`config.mk`:
```
export PLATFORM = sky130hd
export DESIGN_NAME = bsp_self_program
export DESIGN_NICKNAME = d
export VERILOG_FILES = /design/src/logic/bsp_pkg.sv /design/src/logic/bsp_region_decode.sv /design/src/logic/bsp_self_program.sv
export SDC_FILE = /design/constraint.sdc
export NUM_CORES = 1
export LEC_CHECK = 0
export BUFFER_PORTS_ARGS = -buffer_cell sky130_fd_sc_hd__buf_2
export CAP_MARGIN = 30
export CORE_ASPECT_RATIO = 1.1
export CORE_MARGIN = 5
export CORE_UTILIZATION = 42
export CTS_CLUSTER_DIAMETER = 200
export DETAILED_ROUTE_END_ITERATION = 8
export PLACE_DENSITY_LB_ADDON = 0.3
export SLEW_MARGIN = 40
export SYNTH_ARGS = -nofsm -noshare
export SYNTH_HDL_FRONTEND = slang
export SYNTH_SLANG_ARGS = --single-unit
export TNS_END_PERCENT = 50
```
`constraint.sdc`:
```
create_clock -name clk -period 2.2 [get_ports clk]
set_clock_uncertainty 0.2 [all_clocks]
set_input_delay 0.33 -clock clk [delete_from_list [all_inputs] [get_ports clk]]
set_output_delay 0.33 -clock clk [all_outputs]
set_load 0.005 [all_outputs]
```
`src/logic/bsp_pkg.sv`:
```
// Constants and types shared by the boot-section self-programming logic.
package bsp_pkg;

  localparam int unsigned PC_W          = 12;
  localparam int unsigned PTR_W         = 16;
  localparam int unsigned PAGE_W        = 7;
  localparam int unsigned WORD_W        = 5;
  localparam int unsigned PAGE_WORDS    = 32;
  localparam int unsigned PC_TOP_BIT    = 11;
  localparam int unsigned PTR_PC_TOP    = 12;
  localparam int unsigned PTR_PAGE_LSB  = 6;
  localparam int unsigned PTR_WORD_TOP  = 5;
  localparam int unsigned PTR_WORD_LSB  = 1;
  localparam int unsigned PTR_BYTE_SEL  = 0;

  // Boot region starts for each boot-size fuse setting, then the read-while-write region bounds.
  localparam logic [11:0] BOOT_START_11 = 12'hF80;
  localparam logic [11:0] BOOT_START_10 = 12'hF00;
  localparam logic [11:0] BOOT_START_01 = 12'hE00;
  localparam logic [11:0] BOOT_START_00 = 12'hC00;
  localparam logic [11:0] NO_READ_WHILE_WRITE_REGION_START    = 12'hC00;
  localparam logic [11:0] RWW_LAST      = 12'hBFF;

  // Command codes written to the control register; bit 7 is never stored, so it is a don't-care for every code.
  localparam logic [7:0] CMD_BUF_LOAD   = 8'h01;
  localparam logic [6:0] CMD_ERASE      = 7'h03;
  localparam logic [6:0] CMD_WRITE      = 7'h05;
  localparam logic [6:0] CMD_LOCK       = 7'h09;
  localparam logic [6:0] CMD_REENABLE   = 7'h11;
  localparam logic [2:0] CMD_WINDOW     = 3'h4;

  // Programming time limits and the oscillator tick rate that times them.
  localparam real         PROG_MIN_MS   = 3.7;
  localparam real         PROG_MAX_MS   = 4.5;
  localparam real         OSC_KHZ       = 128.0;
  localparam int unsigned PROG_TICKS    = int'($ceil(PROG_MIN_MS * OSC_KHZ));
  localparam int unsigned PROG_TICK_MAX = int'($floor(PROG_MAX_MS * OSC_KHZ));
  localparam int unsigned TCNT_W        = 10;

  typedef enum logic [1:0] {
    BSP_IDLE  = 2'b00,
    BSP_ARMED = 2'b01,
    BSP_BUSY  = 2'b11
  } bsp_state_type;

  typedef enum logic [1:0] {
    OP_NONE  = 2'h0,
    OP_ERASE = 2'h1,
    OP_WRITE = 2'h2,
    OP_LOCK  = 2'h3
  } bsp_op_type;

endpackage

```
`src/logic/bsp_region_decode.sv`:
```
// Boot-size fuse decode and region classification of one word address.
`timescale 1ns/1ps
module bsp_region_decode (
  // Fuses.
  input  wire logic        boot_size_select_hi,
  input  wire logic        boot_size_select_lo,
  // Address under test.
  input  wire logic [11:0] word_addr,
  // Decode results.
  output logic      [11:0] boot_start,
  output logic      [11:0] app_end,
  output logic             in_boot_region,
  output logic             in_rww_region
);

  always_comb begin
    case ({boot_size_select_hi, boot_size_select_lo})
      2'b11:   boot_start = bsp_pkg::BOOT_START_11; // RULE1
      2'b10:   boot_start = bsp_pkg::BOOT_START_10; // RULE1
      2'b01:   boot_start = bsp_pkg::BOOT_START_01; // RULE2
      default: boot_start = bsp_pkg::BOOT_START_00; // RULE2
    endcase
  end

  assign app_end        = boot_start - 12'h001; // RULE2
  assign in_boot_region = (word_addr >= boot_start);
  assign in_rww_region  = (word_addr <= bsp_pkg::RWW_LAST); // RULE3

endmodule

```
`src/logic/bsp_self_program.sv`:
```
// Self-programming sequencer: command arming, pointer mapping, timing and region blocking.
`timescale 1ns/1ps

// Overview of operation
// RULE1: Fuses 11/10 give boot start F80/F00.
// RULE2: Fuses 01/00 give boot start E00/C00.
// RULE3: Words 000-BFF read-while-write, C00-FFF not.
// RULE4: During erase/write only other region readable.
// RULE5: Program counter is twelve bits wide.
// RULE6: Pointer bits 5..1 select word in page.
// RULE7: Pointer bits 12..6 select the page.
// RULE8: Software zeroes word bits for page write.
// RULE9: Pointer bits 15..13 are always ignored.
// RULE10: Pointer bit 0 selects byte on load.
// RULE11: Each operation lasts 3.7 to 4.5 ms.
// RULE12: Operations timed by the RC oscillator.
// RULE13: Write in progress survives a reset.
// RULE14: Software polls enable bit before commands.
// RULE15: Software masks interrupts, waits EEPROM idle.
// RULE16: Software follows erase, load, write order.
// RULE17: Software locks boot region when unneeded.
// RULE18: Command codes; store within four cycles.
// RULE19: Busy flag set, cleared by reenable/load.
// RULE20: Fetches to busy region are stalled.
// RULE21: CPU halted for no-read-region operations.
module bsp_self_program (
  // Clock and reset.
  input  wire logic        clk,
  input  wire logic        srst,
  // Fuses and oscillator tick.
  input  wire logic        boot_size_select_hi,
  input  wire logic        boot_size_select_lo,
  input  wire logic        osc_tick,
  // Control register write from the core, and the EEPROM write status.
  input  wire logic        ctrl_wr,
  input  wire logic [7:0]  ctrl_wdata,
  input  wire logic        eeprom_write_active,
  // Store instruction.
  input  wire logic        store_req,
  input  wire logic [15:0] pointer,
  input  wire logic [15:0] store_data,
  // Instruction fetch and program-memory load.
  input  wire logic [11:0] fetch_addr,
  input  wire logic        load_req,
  input  wire logic [15:0] load_ptr,
  // Status outputs.
  output logic             self_program_enable,
  output logic             region_busy_flag,
  output logic             cpu_halt,
  output logic             fetch_stall,
  output logic             load_stall,
  output logic             op_done,
  // Flash array strobes, addresses and data, and the boot region decode.
  output logic             flash_erase,
  output logic             flash_write,
  output logic             flash_lock,
  output logic [6:0]       page_select_field,
  output logic [4:0]       buf_word_addr,
  output logic [15:0]      buf_word_data,
  output logic             buf_load,
  output logic             buf_clear,
  output logic [11:0]      load_word_addr,
  output logic             load_byte_hi,
  output logic [11:0]      boot_start,
  output logic [11:0]      app_end
);

  ////////////////////////////////////////////////////////////////////////////////
  typedef struct packed {
    bsp_pkg::bsp_state_type state;
    bsp_pkg::bsp_op_type    op;
    logic [6:0]             cmd;
    logic [2:0]             win;
    logic [9:0]             ticks;
    logic                   busy_rww;
    logic                   halt;
    logic [6:0]             page;
    logic                   erase_p;
    logic                   write_p;
    logic                   lock_p;
    logic                   load_p;
    logic                   clr_p;
    logic                   done_p;
    logic [4:0]             waddr;
    logic [15:0]            wdata;
    logic [9:0]             span;
  } bsp_regs_type;

  bsp_regs_type st_r;
  bsp_regs_type st_nxt;
  logic [6:0]   z_page;
  logic [4:0]   z_word;
  logic [11:0]  z_target;
  logic         tgt_rww;
  logic         fetch_rww;
  logic         load_rww;
  logic         cmd_buf;
  logic         cmd_ers;
  logic         cmd_wrt;
  logic         cmd_lck;
  logic         cmd_ren;
  logic         fire;

  ////////////////////////////////////////////////////////////////////////////////
  assign z_page   = pointer[bsp_pkg::PTR_PC_TOP:bsp_pkg::PTR_PAGE_LSB]; // RULE7 RULE9
  assign z_word   = pointer[bsp_pkg::PTR_WORD_TOP:bsp_pkg::PTR_WORD_LSB]; // RULE6
  assign z_target = {z_page, 5'h00}; // RULE5

  bsp_region_decode u_dec (
    .boot_size_select_hi (boot_size_select_hi),
    .boot_size_select_lo (boot_size_select_lo),
    .word_addr           (z_target),
    .boot_start          (boot_start),
    .app_end             (app_end),
    .in_boot_region      (),
    .in_rww_region       (tgt_rww)
  );

  assign fetch_rww = (fetch_addr <= bsp_pkg::RWW_LAST); // RULE3
  assign load_rww  = (load_ptr[bsp_pkg::PTR_PC_TOP:bsp_pkg::PTR_WORD_LSB] <= bsp_pkg::RWW_LAST);

  assign cmd_buf = ({1'b0, st_r.cmd} == bsp_pkg::CMD_BUF_LOAD); // RULE18
  assign cmd_ers = (st_r.cmd == bsp_pkg::CMD_ERASE);
  assign cmd_wrt = (st_r.cmd == bsp_pkg::CMD_WRITE);
  assign cmd_lck = (st_r.cmd == bsp_pkg::CMD_LOCK);
  assign cmd_ren = (st_r.cmd == bsp_pkg::CMD_REENABLE);
  assign fire    = (st_r.state == bsp_pkg::BSP_ARMED) && store_req; // RULE18

  ////////////////////////////////////////////////////////////////////////////////
  // Strobes fall back to zero every cycle so that each lasts one clock, except buf_clear, which stays high for as long as an idle reset is held.
  always_comb begin
    st_nxt         = st_r;
    st_nxt.erase_p = 1'b0;
    st_nxt.write_p = 1'b0;
    st_nxt.lock_p  = 1'b0;
    st_nxt.load_p  = 1'b0;
    st_nxt.clr_p   = 1'b0;
    st_nxt.done_p  = 1'b0;
    // Oscillator periods since the last operation strobe, counted apart from the timer.
    if (st_r.erase_p || st_r.write_p || st_r.lock_p) begin
      st_nxt.span = osc_tick ? 10'h001 : 10'h000;
    end else if (osc_tick && st_r.span != 10'h3FF) begin
      st_nxt.span = st_r.span + 10'h001;
    end
    case (st_r.state)
      bsp_pkg::BSP_IDLE: begin
        if (ctrl_wr && ctrl_wdata[0] && !eeprom_write_active) begin
          st_nxt.state = bsp_pkg::BSP_ARMED;
          st_nxt.cmd   = ctrl_wdata[6:0];
          st_nxt.win   = '0;
        end
      end
      bsp_pkg::BSP_ARMED: begin
        if (fire) begin
          st_nxt.state = bsp_pkg::BSP_IDLE;
          if (cmd_buf) begin
            st_nxt.load_p   = 1'b1;
            st_nxt.waddr    = z_word; // RULE6
            st_nxt.wdata    = store_data;
            st_nxt.busy_rww = 1'b0; // RULE19
          end else if (cmd_ren) begin
            st_nxt.clr_p    = 1'b1;
            st_nxt.busy_rww = 1'b0; // RULE19
          end else if (cmd_ers || cmd_wrt || cmd_lck) begin
            st_nxt.state    = bsp_pkg::BSP_BUSY;
            st_nxt.ticks    = '0;
            st_nxt.page     = z_page; // RULE7
            st_nxt.erase_p  = cmd_ers;
            st_nxt.write_p  = cmd_wrt;
            st_nxt.lock_p   = cmd_lck;
            st_nxt.op       = cmd_ers ? bsp_pkg::OP_ERASE :
                              cmd_wrt ? bsp_pkg::OP_WRITE : bsp_pkg::OP_LOCK;
            st_nxt.busy_rww = (cmd_ers || cmd_wrt) && tgt_rww; // RULE19 RULE4
            st_nxt.halt     = (cmd_ers || cmd_wrt) && !tgt_rww; // RULE21
          end
        end else if (st_r.win == bsp_pkg::CMD_WINDOW - 3'h1) begin
          st_nxt.state = bsp_pkg::BSP_IDLE; // RULE18
        end else begin
          st_nxt.win = st_r.win + 3'h1;
        end
      end
      bsp_pkg::BSP_BUSY: begin
        if (osc_tick) begin // RULE12
          if (st_r.ticks == 10'(bsp_pkg::PROG_TICKS - 1)) begin // RULE11
            st_nxt.state  = bsp_pkg::BSP_IDLE;
            st_nxt.op     = bsp_pkg::OP_NONE;
            st_nxt.halt   = 1'b0;
            st_nxt.done_p = 1'b1;
            st_nxt.clr_p  = (st_r.op == bsp_pkg::OP_WRITE);
          end else begin
            st_nxt.ticks = st_r.ticks + 10'h001;
          end
        end
      end
      default: st_nxt.state = bsp_pkg::BSP_IDLE;
    endcase
  end

  // A reset during an operation lets it finish; an unknown state is cleared by reset.
  always_ff @(posedge clk) begin
    if (srst && st_r.state == bsp_pkg::BSP_BUSY) begin
      st_r <= st_nxt; // RULE13
    end else if (srst) begin
      st_r       <= '0;
      st_r.clr_p <= 1'b1;
    end else begin
      st_r <= st_nxt;
    end
  end

  ////////////////////////////////////////////////////////////////////////////////
  assign self_program_enable = (st_r.state != bsp_pkg::BSP_IDLE);
  assign region_busy_flag    = st_r.busy_rww;
  assign cpu_halt            = st_r.halt; // RULE21
  assign fetch_stall         = st_r.busy_rww && fetch_rww; // RULE20 RULE4
  assign load_stall          = st_r.busy_rww && load_req && load_rww; // RULE20
  assign op_done             = st_r.done_p;
  assign flash_erase         = st_r.erase_p;
  assign flash_write         = st_r.write_p;
  assign flash_lock          = st_r.lock_p;
  assign page_select_field   = st_r.page;
  assign buf_word_addr       = st_r.waddr;
  assign buf_word_data       = st_r.wdata;
  assign buf_load            = st_r.load_p;
  assign buf_clear           = st_r.clr_p;
  assign load_word_addr      = load_ptr[bsp_pkg::PTR_PC_TOP:bsp_pkg::PTR_WORD_LSB]; // RULE9
  assign load_byte_hi        = load_ptr[bsp_pkg::PTR_BYTE_SEL]; // RULE10
endmodule

```
==> flow_results.org <==
** Clock tree
- Post-cts hold buffer count :: 0
- Clk pin slew, worst setup/hold paths :: 0.06 ns
- Total CTS buffers :: 9
- Insertion delay to the later sink of the worst-skew pair :: ~0.34 ns
- Number of buffers inserted by post-CTS setup repair :: 0
- For this design, the sink count on the clock tree is 60.
- TritonCTS built the clock tree.
- In this run the clock root is driven by a sky130_fd_sc_hd__clkbuf_8.
- H-tree lvl count :: 3
- In this run the deepest clock path goes through 2 buffers.
- The number of gates resized after CTS was 0.

** Floorplanning
- The die covers 0.00936 mm^2.
- The core region is between 0.007 and 0.008 mm^2.
- Width of the die :: around 90 um
- The floorplan has 33 rows.
- Pin placement for this block handled 153 I/O pins.
- For this configuration, the core starts out at a cell density of 0.427.
- Vertical extent of the die :: ~100 um

** Pwr
- Dividing total power by cell area gives a power density of around 620 mW/mm^2.
- Total power of the final layout :: between 2000 and 2500 uW
- IR analysis of the VDD net gives a maximum drop of about 0.26 mV.
- Leakage power :: about 0.0015 uW

** Drt
- After detailed routing, no signal wire sits above met4.
- Detailed route wirelength on metal2 :: ~2.9 mm
- DRC violation count after routing :: 0
- In the detailed route, the total length drawn on met3 is 551 um.
- After detailed routing, the wire length on met1 is roughly 3 mm.
- Total number of vias :: 2515
- Count of nets left with antenna violations after detail routing :: 0
- WL per Instance :: roughly 13 um
- The routed design has about 6.5 mm of wire.
- Vias per cell :: between 5 and 6
- Number of optimization iterations in the first detailed-route pass :: 4
- Number of design-rule violations left by the first detailed-router iteration :: between 100 and 150

** Yosys
- Area share of and/or/nand/nor cells after synthesis :: 0.223
- A synthesized cell averages just under 9 um^2.
- EDFF count, synth :: 0
- After synthesis, the share of cell area in mux cells is 0.101.
- Of the total synthesized cell area, the portion taken by XOR and XNOR cells is 0.00832.
- Synth Cell Area :: approximately 0.0032 mm^2
- Fraction of the mapped netlist area in adder cells :: 0.0119
- Most frequently used flop master after synthesis :: sky130_fd_sc_hd__dfxtp_1
- Synthesized-area fraction occupied by ao, oa, aoi and oai cells :: 0.0939
- Seq/Total Area, Yosys :: 0.380
- Cells after Synth :: roughly 360
- For this run, asynchronously set or reset flops after synthesis account for 0.
- Yosys mapped the design onto 57 distinct sky130hd cell types.
- By area, the combinational part of the netlist is dominated by simple AND/OR/NAND/NOR gates.
- Number of storage elements in the synthesis netlist :: 60
- Yosys warnings :: 0

** Setup path
- In this run the register-to-register setup slack is 0.17 ns.
- CP Max Fanout :: 22
- The worst setup path is captured at a register.
- Arrival time of data at the critical path endpoint :: around 2 ns
- The worst setup path is of the register to register kind.
- Critical path origin :: st_r[64]
- Worst r2r dst :: buf_word_data[14]
- STA puts the critical path data required time at ~2.2 ns.
- R2R cell count :: 5
- End point of the critical path :: buf_word_data[14]
- Startpoint type of the worst setup path :: register
- The startpoint identified for the worst register-to-register timing path is st_r[64].

** Cells and area
- In the layout the commonest cells are sky130_fd_sc_hd__buf_2, sky130_fd_sc_hd__dfxtp_1, sky130_fd_sc_hd__mux2i_1, sky130_fd_sc_hd__nand2_1.
- Diodes inserted :: 0
- In the final layout, the share of cells above drive strength 1 is 0.349.
- Most common library cell in the layout ignoring fill and taps :: sky130_fd_sc_hd__buf_2
- At the end of the flow the core is filled with cells to 0.482.
- Net count reported at finish :: between 400 and 500
- Synthesis-to-finish area growth :: 12.7%

** Global routing
- Overall global routing resource usage :: 0.138
- Initial antenna violation count :: 0
- Vias in the first global route :: between 2000 and 2500
- Sum of overflow across all layers after global routing :: 0
- The first global-routing pass estimated between 10 and 15 mm of wire.
- Largest net degree at the start of global routing :: 24

** STA
- Hold Violations, Final :: 0
- The worst path in the final design needs a cycle of between 2 and 2.5 ns, including I/O delays and setup.
- RSZ-0062 raised after global routing :: no
- In the finished design, the share of the clock period the worst path needs comes to 0.924.
- Remaining max-slew budget at the tightest pin :: 0.664
- Based on the critical path, the design can be clocked at up to a little under 0.5 GHz.
- Final setup violation count :: 0
- For the pin with the worst max-slew slack, the measured transition is approximately 0.50 ns.
- Final-layout worst hold slack :: between 0.02 and 0.025 ns
- Final number of max-transition violations :: 0
- Final setup TNS :: 0 ns

** Hold path
- Hold wc startpoint :: pointer[10]
- The worst hold path was traced through 3 stages.
- The tightest min-delay check is of the input pin to register type.

** Placement
- Detailed placement ended at an HPWL of roughly 5 mm.
- Final weighted congestion of routability-driven global placement :: ~0.88
- In this run the tool buffered the top-level ports with 95 buffer cells.

** Run
- Max-cap violations in this run came to 0.

** Status
- The flow ran to the end, and the final reports show no timing, DRC or antenna violations.
## cell families after synthesis
group,Yosys count
adders and majority gates,3
and+or+nand+nor,128
muxes,32
AOI/OAI and AO/OA,43
buffers and inverters,85
DFF,60
other,2
xor gates and xnor gates,3
## per-stage QoR
| step | instance area (um^2) | setup WS [ns] | cells |
|---|---|---|---|
| 2_1_floorplan | 3210 | 0.0760 | 371 |
| 3_3_place_gp | 3370 | 0.208 | 488 |
| 3_5_place_dp | 3370 | 0.168 | 488 |
| 4_1_cts | 3560 | 0.148 | 502 |
| 5_1_grt | 3560 | 0.0462 | 502 |
| 6_report | 3560 | 0.167 | 502 |
## area by class of cell
cell class	instances	area, um^2
clock buffers	12	155
clock inverters	2	35.0
fillers	710	3830
inverters	9	33.8
multi-input cells	226	1460
flip-flops and latches	60	1200
well taps	87	109
repair buffers	106	571
## worst max-delay path: stages (launching register included)
cell	delay, ns
sky130_fd_sc_hd__dfxtp_1	0.34
sky130_fd_sc_hd__or4b_4	0.56
sky130_fd_sc_hd__nor4b_4	0.28
sky130_fd_sc_hd__buf_12	0.23
sky130_fd_sc_hd__mux2i_1	0.25
sky130_fd_sc_hd__nor2_2	0.05
## flip-flops by register name, indices dropped and copies added, names as in the netlist
| register | count |
|---|---|
| buf_word_data | 16 |
| buf_load | 1 |
| buf_word_addr | 5 |
| flash_write | 1 |
| flash_erase | 1 |
| region_busy_flag | 1 |
| st_r | 24 |
| buf_clear | 1 |
| cpu_halt | 1 |
| page_select_field | 7 |
| flash_lock | 1 |
| op_done | 1 |
## cells in the mapped netlist, drive strengths merged (2+ instances only)
library cell,n,area share
xor2,2,0.0055
o21ai,6,0.0095
mux2i,32,0.10
a21oi,11,0.017
buf,66,0.16
conb,2,0.0024
nand3,13,0.021
o31ai,3,0.0071
or3,3,0.0059
nand2,30,0.036
o2111ai,2,0.0055
nor3,10,0.016
nand4,5,0.0099
inv,9,0.011
or4,3,0.0071
nor4b,3,0.015
clkbuf,10,0.012
dfxtp,60,0.38
nor3b,2,0.0048
a22oi,2,0.0048
nor2,38,0.060
ha,3,0.012
nand2b,8,0.016
nand3b,3,0.0071
nor4,2,0.0040
a31oi,2,0.0040
o311ai,2,0.0055
or2,2,0.0040
and2,3,0.0059
a2111oi,2,0.0055
## per-layer routing
metal	track usage	vias up
met5	0	-
met4	0.0710	0
met3	0.0426	11
met2	0.220	98
met1	0.169	1142
li1	-	1264
## worst min-delay path by stage
stage | endpoint | slack (ns)
after detailed placement | st_r[58] | 0.23
after global routing | page_select_field[0] | 0.02
after floorplan | st_r[58] | 0.21
after global placement | st_r[58] | 0.22
final | page_select_field[4] | 0.02
after CTS | page_select_field[0] | 0.02
## report_power, final
| group | switching [uW] | internal (uW) |
|---|---|---|
| Sequential | 10.1 | 1090 |
| Combinational | 77.8 | 65.4 |
| Clock | 392 | 570 |
| Total | 480 | 1730 |
Note: power is estimated with default switching activity, not from simulation.
